$ cat src/shared/intctl_regs.svh
`ifndef INTCTL_REGS_SVH
`define INTCTL_REGS_SVH

// Byte addresses on the APB bus
`define ADDR_INTERRUPT_CONTROL_ONE 12'h000
`define ADDR_IRQ_STATUS            12'h004
`define ADDR_IRQ_MASK              12'h008
`define ADDR_DISABLE_COUNT         12'h00c

// Field positions in interrupt_control_one, and the number of external inputs
`define BIT_ALT_VECTOR_SELECT      15
`define BIT_DISABLE_ACTIVE         14
`define NUM_EXT_IRQ                3

// Reset values
`define RESET_CONTROL_ONE          16'h0000
`define RESET_EXT_POLARITY         3'h0
`define RESET_IRQ_BITS             3'h0
`define RESET_DISABLE_COUNT        14'h0000

// Widths of the readable words
`define WIDTH_CONTROL_ONE          16
`define WIDTH_DISABLE_COUNT        14

// Timing counts
`define DISABLE_COUNT_STEP         14'h0001
`define EDGE_FILL_CYCLES           2'h3

`endif

$ cat src/shared/intctl_pkg.sv
package intctl_pkg;

	// Layout of the control register, bit 15 down to bit 0
	typedef struct packed {
		logic        alternate_vector_table_select;
		logic        interrupt_disable_active;
		logic [10:0] unused;
		logic        ext_irq2_edge_polarity;
		logic        ext_irq1_edge_polarity;
		logic        ext_irq0_edge_polarity;
	} interrupt_control_one_s;

	// APB request as seen by the slave
	typedef struct packed {
		logic        psel;
		logic        penable;
		logic        pwrite;
		logic [11:0] paddr;
		logic [31:0] pwdata;
	} apb_req_s;

endpackage : intctl_pkg

$ cat src/verilog/edge_detect.sv
`timescale 1ns/1ns
`include "intctl_regs.svh"

// One external input: two-stage synchroniser and selected-edge detect
module edge_detect #(
	// Edges after reset before the pin history is trusted
	parameter logic [1:0] FILL_CYCLES = `EDGE_FILL_CYCLES
) (
	// Clock and reset
	input  wire logic sys_clk,
	input  wire logic reset,
	// Pin and polarity select
	input  wire logic pin_in,
	input  wire logic falling_sel,
	// One-cycle request pulse
	output logic      edge_pulse
);

	logic sync_a_reg;
	logic sync_b_reg;
	logic last_reg;
	logic [1:0] fill_reg;

	// Synchroniser; first stage feeds only the second
	always_ff @(posedge sys_clk) begin
		if (reset) begin
			sync_a_reg <= 1'b0;
			sync_b_reg <= 1'b0;
			last_reg   <= 1'b0;
		end else begin
			sync_a_reg <= pin_in;
			sync_b_reg <= sync_a_reg;
			last_reg   <= sync_b_reg;
		end
	end

	// Held off until history is filled: a pin idling high would otherwise
	// look like a rising edge right after reset
	always_ff @(posedge sys_clk) begin
		if (reset) begin
			fill_reg <= 2'h0;
		end else if (fill_reg != FILL_CYCLES) begin
			fill_reg <= fill_reg + 2'h1;
		end
	end

	// Compare pin history only, so a polarity change makes no request
	assign edge_pulse = (fill_reg == FILL_CYCLES) &
	                    (falling_sel ? (last_reg & ~sync_b_reg)
	                                 : (~last_reg & sync_b_reg));

endmodule : edge_detect

$ cat src/verilog/interrupt_control_config.sv
`timescale 1ns/1ns
`include "intctl_regs.svh"

// Operation
// Bit 15 set selects alternate vector table; clear selects the standard table.
// Bit 14 reads one while interrupt-disable countdown runs; writes ignored.
// Bits 13 to 3 read zero and ignore writes.
// Bits 2, 1, 0 are writable edge polarity selects for inputs c, b, a.
// Polarity one detects falling edge; zero detects rising edge.
// Inputs synchronised; selected edge sets request flag; polarity change makes none.
module interrupt_control_config (
	// Clock and reset
	input  wire logic        sys_clk,
	input  wire logic        reset,
	// APB slave
	input  wire logic        psel,
	input  wire logic        penable,
	input  wire logic        pwrite,
	input  wire logic [11:0] paddr,
	input  wire logic [31:0] pwdata,
	output logic      [31:0] prdata,
	output logic             pready,
	output logic             pslverr,
	// External interrupt pins
	input  wire logic        external_irq_input_a,
	input  wire logic        external_irq_input_b,
	input  wire logic        external_irq_input_c,
	// Core side
	input  wire logic        disable_start,
	input  wire logic [13:0] disable_cycles,
	output logic             alternate_vector_table_select,
	output logic             interrupt_disable_active,
	output logic             irq
);

	intctl_pkg::apb_req_s               req;
	intctl_pkg::interrupt_control_one_s ctl_view;
	logic                               alt_vector_reg;
	logic [`NUM_EXT_IRQ-1:0]            polarity_reg;
	logic [`NUM_EXT_IRQ-1:0]            status_reg;
	logic [`NUM_EXT_IRQ-1:0]            mask_reg;
	logic [13:0]                        disable_count_reg;
	logic [`NUM_EXT_IRQ-1:0]            pins;
	logic [`NUM_EXT_IRQ-1:0]            edge_hit;
	logic                               wr_en;
	logic                               rd_en;
	logic                               addr_ok;
	logic [31:0]                        rdata_next;
	// Decoded strobes and helpers
	logic                               access_en;
	logic                               setup_en;
	logic                               sel_ctl;
	logic                               sel_status;
	logic                               sel_mask;
	logic                               sel_count;
	logic                               wr_ctl;
	logic                               wr_mask;
	logic                               rd_status;
	logic                               count_live;
	logic [`NUM_EXT_IRQ-1:0]            status_clear;
	intctl_pkg::interrupt_control_one_s ctl_wr;

	// Bus fields into one struct, pins into one vector
	assign req  = '{psel: psel, penable: penable, pwrite: pwrite,
	                paddr: paddr, pwdata: pwdata};
	assign pins = {external_irq_input_c, external_irq_input_b, external_irq_input_a};

	// Zero-wait slave: every access completes in its first access cycle.
	// Holding pready high keeps the master simple; the cost is that read
	// data must be ready one edge after the address appears.
	assign pready    = 1'b1;
	assign access_en = req.psel & req.penable;
	assign setup_en  = req.psel & ~req.penable;
	assign wr_en     = access_en & req.pwrite;
	assign rd_en     = access_en & ~req.pwrite;

	// Address decode, one select per mapped word
	assign sel_ctl    = (req.paddr == `ADDR_INTERRUPT_CONTROL_ONE);
	assign sel_status = (req.paddr == `ADDR_IRQ_STATUS);
	assign sel_mask   = (req.paddr == `ADDR_IRQ_MASK);
	assign sel_count  = (req.paddr == `ADDR_DISABLE_COUNT);
	assign addr_ok    = sel_ctl | sel_status | sel_mask | sel_count;

	// Unmapped words answer with an error and change nothing
	assign pslverr = access_en & ~addr_ok;

	// Strobes for the registers that react to an access
	assign wr_ctl    = wr_en & sel_ctl;
	assign wr_mask   = wr_en & sel_mask;
	assign rd_status = rd_en & sel_status;

	// Write data seen through the control layout
	assign ctl_wr = req.pwdata[`WIDTH_CONTROL_ONE-1:0];

	// One detector per external input; each owns its own synchroniser,
	// so the three pins may toggle independently of each other
	genvar gi;
	generate
		for (gi = 0; gi < `NUM_EXT_IRQ; gi = gi + 1) begin : g_ext
			edge_detect u_edge (
				.sys_clk     (sys_clk),
				.reset       (reset),
				.pin_in      (pins[gi]),
				.falling_sel (polarity_reg[gi]),
				.edge_pulse  (edge_hit[gi])
			);
		end
	endgenerate

	// Vector table select, software owned. The core reads it at every
	// vector fetch, so a change applies from the next fetch on; software
	// should switch it only while no interrupt is being serviced.
	always_ff @(posedge sys_clk) begin
		if (reset) begin
			alt_vector_reg <= 1'b0;
		end else if (wr_ctl) begin
			alt_vector_reg <= ctl_wr.alternate_vector_table_select;
		end
	end

	// Polarity selects; bits 13..3 and 14 are simply not stored.
	// A polarity write cannot fake a request: the detectors compare
	// pin history only, never the select itself.
	always_ff @(posedge sys_clk) begin
		if (reset) begin
			polarity_reg <= `RESET_EXT_POLARITY;
		end else if (wr_ctl) begin
			polarity_reg <= {ctl_wr.ext_irq2_edge_polarity,
			                 ctl_wr.ext_irq1_edge_polarity,
			                 ctl_wr.ext_irq0_edge_polarity};
		end
	end

	// Interrupt-disable countdown, started by the core. A start pulse
	// always reloads, so a second disable during a running one restarts
	// the window at the new length instead of adding to the old one.
	// The count word is read-only; software cannot shorten the window.
	always_ff @(posedge sys_clk) begin
		if (reset) begin
			disable_count_reg <= `RESET_DISABLE_COUNT;
		end else if (disable_start) begin
			disable_count_reg <= disable_cycles;
		end else if (count_live) begin
			disable_count_reg <= disable_count_reg - `DISABLE_COUNT_STEP;
		end
	end

	// Active while countdown nonzero
	assign count_live                    = (disable_count_reg != `RESET_DISABLE_COUNT);
	assign interrupt_disable_active      = count_live;
	assign alternate_vector_table_select = alt_vector_reg;

	// A status read clears only the bits it returned. The read data was
	// loaded one edge before the clear, so an edge landing in the setup
	// cycle would otherwise be wiped without software ever seeing it.
	// Bits not returned stay set and are reported by the next read.
	assign status_clear = rd_status ? prdata[`NUM_EXT_IRQ-1:0] : `RESET_IRQ_BITS;

	// Sticky request flags; a new edge wins over the read clear
	always_ff @(posedge sys_clk) begin
		if (reset) begin
			status_reg <= `RESET_IRQ_BITS;
		end else begin
			status_reg <= (status_reg & ~status_clear) | edge_hit;
		end
	end

	// Mask, same layout as status; masking hides a request but keeps
	// its status bit, so unmasking later raises the line at once
	always_ff @(posedge sys_clk) begin
		if (reset) begin
			mask_reg <= `RESET_IRQ_BITS;
		end else if (wr_mask) begin
			mask_reg <= req.pwdata[`NUM_EXT_IRQ-1:0];
		end
	end

	// Level interrupt, not gated by disable: the core applies that gate.
	// Gating here would hide requests from a core that polls the line
	// while its own disable window runs.
	assign irq = |(status_reg & mask_reg);

	// Register view of the control word; unused positions start at zero
	// and nothing below ever sets them
	always_comb begin
		ctl_view                               = `RESET_CONTROL_ONE;
		ctl_view.alternate_vector_table_select = alt_vector_reg;
		ctl_view.interrupt_disable_active      = interrupt_disable_active;
		ctl_view.ext_irq2_edge_polarity        = polarity_reg[2];
		ctl_view.ext_irq1_edge_polarity        = polarity_reg[1];
		ctl_view.ext_irq0_edge_polarity        = polarity_reg[0];
	end

	// Read mux; unused bits stay zero. Unmapped words return zero
	// alongside the error, so a stray read never leaks stale data.
	always_comb begin
		rdata_next = 32'h0000_0000;
		case (req.paddr)
			`ADDR_INTERRUPT_CONTROL_ONE: rdata_next[`WIDTH_CONTROL_ONE-1:0] = ctl_view;
			`ADDR_IRQ_STATUS:            rdata_next[`NUM_EXT_IRQ-1:0] = status_reg;
			`ADDR_IRQ_MASK:              rdata_next[`NUM_EXT_IRQ-1:0] = mask_reg;
			`ADDR_DISABLE_COUNT:         rdata_next[`WIDTH_DISABLE_COUNT-1:0] = disable_count_reg;
			default:                     rdata_next = 32'h0000_0000;
		endcase
	end

	// Read data registered in the setup cycle so it is stable in access.
	// Live values such as the countdown are therefore one edge old when
	// the master takes them; the status clear relies on this snapshot.
	always_ff @(posedge sys_clk) begin
		if (reset) begin
			prdata <= 32'h0000_0000;
		end else if (setup_en) begin
			prdata <= rdata_next;
		end
	end

endmodule : interrupt_control_config

$ cat config.mk
export PLATFORM = sky130hd
export DESIGN_NAME = interrupt_control_config
export DESIGN_NICKNAME = d
export VERILOG_FILES = /design/src/shared/intctl_pkg.sv /design/src/verilog/edge_detect.sv /design/src/verilog/interrupt_control_config.sv
export VERILOG_INCLUDE_DIRS = /design/src /design/src/shared
export SDC_FILE = /design/constraint.sdc
export NUM_CORES = 1
export LEC_CHECK = 0
export BUFFER_PORTS_ARGS = -buffer_cell sky130_fd_sc_hd__buf_2
export CAP_MARGIN = 20
export CORE_MARGIN = 4
export CORE_UTILIZATION = 45
export CTS_BUF_LIST = sky130_fd_sc_hd__clkbuf_2
export DETAILED_ROUTE_END_ITERATION = 10
export PLACE_DENSITY = 0.78
export SETUP_SLACK_MARGIN = 0.2
export SKIP_CTS_REPAIR_TIMING = 1
export SYNTH_ARGS = -nofsm -noshare
export SYNTH_HDL_FRONTEND = slang
export SYNTH_SLANG_ARGS = --single-unit
$ cat constraint.sdc
create_clock -name sys_clk -period 2.06 [get_ports sys_clk]
set_input_delay 0.412 -clock sys_clk [delete_from_list [all_inputs] [get_ports sys_clk]]
set_output_delay 0.412 -clock sys_clk [all_outputs]
set_load 0.02 [all_outputs]
After elaboration in Yosys (flattened, before gate mapping). Index checks and enable logic that the tools add are counted. W data, S select, Z words.

Bits in registers: 55. Bits in latches: 0. RAM bits: 0. Bits in read-only memories: 0. Input port bits: 67. Output and inout port bits: 37. Word-level logic and storage cells: 77. Memories kept: 0.

$add $sub $neg: 4. Multiply operators: 0. Div/mod/pow operators: 0. Magnitude comparators: 0. Equality and inequality tests: 9. Shifts and indexed selects: 0. Muxes and demuxes: 9. Bitwise logic cells: 33. Reduce and logical (&&, ||, !) cells: 4.

Operator list (number): $mux W14 (2); $eq A12 B4 Y1 const B (2); $and A1 B1 Y1 (17); $reduce_bool A14 Y1 (1); $sub A14 B1 Y14 const B (1); $eq A12 B3 Y1 const B (1); $logic_not A12 Y1 (1); $pmux W3 S4 (1); $mux W11 (1); $not A1 Y1 (9); $add A2 B1 Y2 const B (3); $and A3 B3 Y3 (2); $eq A2 B2 Y1 const B (3); $ne A2 B2 Y1 const B (3); $mux W1 (3); $mux W3 (1); $not A3 Y3 (1); $or A1 B1 Y1 (3); $or A3 B3 Y3 (1); $reduce_or A3 Y1 (1); $mux W2 (1); $reduce_bool A2 Y1 (1).

Longest topological paths before layout.
Depth in word-level cells: 7. Depth in mapped cells: 6. Gate-level depth less buffers: 6.

Cells and area by module. From an unflattened synthesis, not the netlist that was laid out.

Cells, all modules: 279. Area, all modules: 2641.3 µm².

Modules (own cells, without submodules): interrupt_control_config (times used 1, cells each 231, area an instance 2097.0 µm², sequential area each 800.8 µm²); edge_detect (times used 3, cells each 16, area an instance 181.4 µm², sequential area each 100.1 µm²).

Worst setup path after synthesis. No wires, ideal clock.

Kind: register to register. Start point: register disable_count_reg[0]. End point: register disable_count_reg[4]. Setup time: 0.120 ns. Arrival time: 1.924 ns. Required time: 1.940 ns. Path slack: 0.017 ns. Stages on the path, launching flop included: 7. Buffers on the path: 0. Period minus slack after synthesis: 2.043 ns. Path through: dfxtp_1 inv_1 ha_1 nor3b_1 nand4_1 and3b_1 o31a_1.

Elaborated cells on any way between the ends: 5. Those cells by class: add/sub: 1; mux: 2; reduce/logical: 2.

RTL lines: start: declaration (line interrupt_control_config.sv:42) `logic [13:0] disable_count_reg;`; start signal: assignment (line interrupt_control_config.sv:140) `` disable_count_reg <= `RESET_DISABLE_COUNT; ``; start signal: assignment (line interrupt_control_config.sv:142) `disable_count_reg <= disable_cycles;`; start signal: assignment (line interrupt_control_config.sv:144) `` disable_count_reg <= disable_count_reg - `DISABLE_COUNT_STEP; ``; $reduce_bool A14 Y1 (no line); via interrupt_disable_active (line interrupt_control_config.sv:32) `output logic interrupt_disable_active,`; $reduce_bool A2 Y1 (no line).

The timed path passes the listed nets, and every way through them passes these cells. The select of a mux whose other input is x is not followed. A chain may end at the register's enable or synchronous reset.

Worst setup path after layout.
Start point: register disable_count_reg[1]. End point: output interrupt_disable_active.

Longest elaborated chain between the ends: 1.

RTL lines (line): $reduce_bool A14 Y1 (no line); end: declaration (interrupt_control_config.sv:32).

Every way passes these cells.

==> impl_results.md <==
- Power density over cell area: 691 nW/µm²
- Critical path arrival: 1.72 ns
- Crit-path max FO: 5
- F_max: 469 MHz
- Post-synth EDFFs: 0
- Commonest cells post-synth: 55 x dfxtp_1, 22 x nand2_1, 22 x o21ai_0
- Core area: 5540 µm²
- Layout net count: 422
- Die width: 83.6 µm
- Clock transition at path regs: 0.26 ns
- Peak VDD IR: 0.000403 V
- Rows: 27
- Setup WS post-layout: -0.0725 ns
- Clock Tree Buf Depth: 2
- WL/cell: 13.7 µm
- Cells taking the most area after synthesis: dfxtp_1 43%, buf_4 5.0%, o21ai_0 4.3%
- Failing checks: negative setup slack
- Htree depth: 2
- Final Hold Fails: 0
- Die Ht: 83.6 µm
- Crit. End Element: primary output
- Seq/Total Area, Yosys: 42.8%
- First-pass DRT Iterations: 4
- Largest net degree at the start of global routing: 23
- Vias/cell: 5.30
- Critical path class: flop to primary output
- Worst skew pair latency: 0.42 ns
- Leak: 1.32 nW
- Worst r2r path cells: 4
- CTS Root Cell: clkbuf_2
- Syn avg cell area: 9.15 µm²
- GP Congestion: 0.827
- Hold Path Class: input pin to flop
- Final Setup Violations: 1
- DIE AREA: 6990 µm²
- CTS Buf Count: 5
- Status: finished, violations left
- CTS tree: yes
- HP Start: disable_cycles[10]
- Leading area contributor after synthesis: dfxtp_1
- FF+latch count, synth: 55
- RR Endpoint: disable_count_reg[13]
- N_diodes: 0
- Vias: 2,244
- Worst reg2reg setup slack: 0.34 ns
- Most common cell in the synthesized netlist: dfxtp_1
- Hpwl dp: 4450 µm
- Filler cell count in the final layout: 497
- Overflow after GRT: 0
- Worst Skew: 0.0111 ns
- First-pass GRT wire length: 9180 µm
- Crit-path max cell delay: 0.38 ns
- Max Transition Viols Final: 0
- Post-synth top flop: dfxtp_1
- Final min period: 2.13 ns
- Required @ worst endpoint: 1.65 ns
- CP Launch Type: flop
- Worst path cell trace: inv_2, ha_4, nor3b_4, nand4_1, buf_6
- WL final: 5790 µm
- Synth top area share: 42.8%
- Flip-flop count of the largest register after layout: 16
- Area delta synth->final: 20.4%
- Total power draw: 2.14 mW
- Fin util: 55.9%
- PortBufs: 58
- Period utilisation layout: 104%
- Synth warn: 0
- Hold endpoint: disable_count_reg[10]
- Hold Path Depth: 3
- Number of nets with antenna violations after routing: 0
- Maxcap violations: 0
- Antenna violations before repair: 0
- Reg-to-Reg Start: disable_count_reg[4]
- Critical Path Slowest Stage Cell: dfxtp_2
- Vias in the first global route: 2,113
- Ys async rst share: 0%
- RSZ-0062 raised after global routing: true
- DRT iter0 DRCs: 106
- Initial core utilization: 46.4%
- Cell Area, Synth: 2570 µm²
- Clk sinks: 55
- Share of cells above drive strength 1: 33.3%
- Gr usage total: 15.7%
- DRC: 0
- Top Ports: 104
- Synthesized instance count: 281
- Number of distinct library cells after synthesis: 43
-- worst max-delay path: cells and delay by family (launching register included) --
kind                     cells  cell delay, ns
buffers and inverters        2            0.30
AND/OR/NAND/NOR              2            0.48
flip-flops                   1            0.38
adder cells (fa/ha/maj)      1            0.14
-- cell families (layout without fill, tap and decap cells) --
| group | count (synthesis) | count (layout) | synth area share (%) |
|---|---|---|---|
| xor+xnor | 13 | 13 | 4.43 |
| compound gates | 58 | 58 | 14.5 |
| simple gates | 105 | 105 | 23.8 |
| flops | 55 | 55 | 42.8 |
| buf+inv | 38 | 93 | 8.46 |
| other cells | 2 | 17 | 0.292 |
| mux | 6 | 6 | 3.79 |
| fa+ha+maj | 4 | 4 | 1.95 |
-- cell usage in the layout (no fill, tap or decap), drive strengths merged, types with 9 or more instances in the layout --
| cell | count |
|---|---|
| a22o | 11 |
| buf | 77 |
| nand2 | 22 |
| inv | 9 |
| conb | 17 |
| dfxtp | 55 |
| nor2b | 12 |
| a21oi | 15 |
| nand4 | 9 |
| o21ai | 23 |
| nor2 | 21 |
-- metrics by stage --
stage	hold slack (ns)	TNS [ns]	cell area, µm²	setup slack, ns	instances
after global placement	0.417	0	2930	0.0192	410
after global routing	0.137	-0.177	3100	-0.177	423
after floorplan	0.414	0	2640	0.153	296
after detailed placement	0.422	-0.00227	2930	-0.00216	410
final	0.159	-0.0725	3100	-0.0725	423
after CTS	0.152	-0.288	2990	-0.288	417
-- final cells by class --
cell class | instances | area [µm²] | share of cell area, %
clock buffer | 5 | 25.0 | 0.808
tap | 72 | 90.1 | 2.91
sequential | 55 | 1110 | 35.8
multi-input combinational | 203 | 1350 | 43.6
timing repair buffer | 77 | 454 | 14.7
inverter | 9 | 33.8 | 1.09
clock inverter | 2 | 37.5 | 1.21
-- where the power goes --
part	internal, mW	switching, mW	leakage [nW]
logic	0.201	0.220	0.835
clock network	0.198	0.320	0.0350
registers	1.13	0.0664	0.451
total	1.53	0.606	1.32
-- worst max-delay path by stage --
stage                               startpoint  slack (ns)                       end
after floorplan                       paddr[0]        0.15               mask_reg[0]
after global placement                paddr[0]        0.02               mask_reg[0]
after detailed placement              paddr[0]      -0.002               mask_reg[2]
after CTS                 disable_count_reg[1]       -0.29  interrupt_disable_active
after global routing      disable_count_reg[0]       -0.18  interrupt_disable_active
final                     disable_count_reg[1]       -0.07  interrupt_disable_active
-- routing by layer --
metal  wire (µm)  global-route usage, %  vias to the layer above
met5           0                      0                        -
met4         108                   5.41                        0
met3         363                   3.65                       12
met2        2840                   27.0                       85
met1        2480                   19.3                     1045
li1            -                      -                     1102
Note: power is estimated with default switching activity, not from simulation.
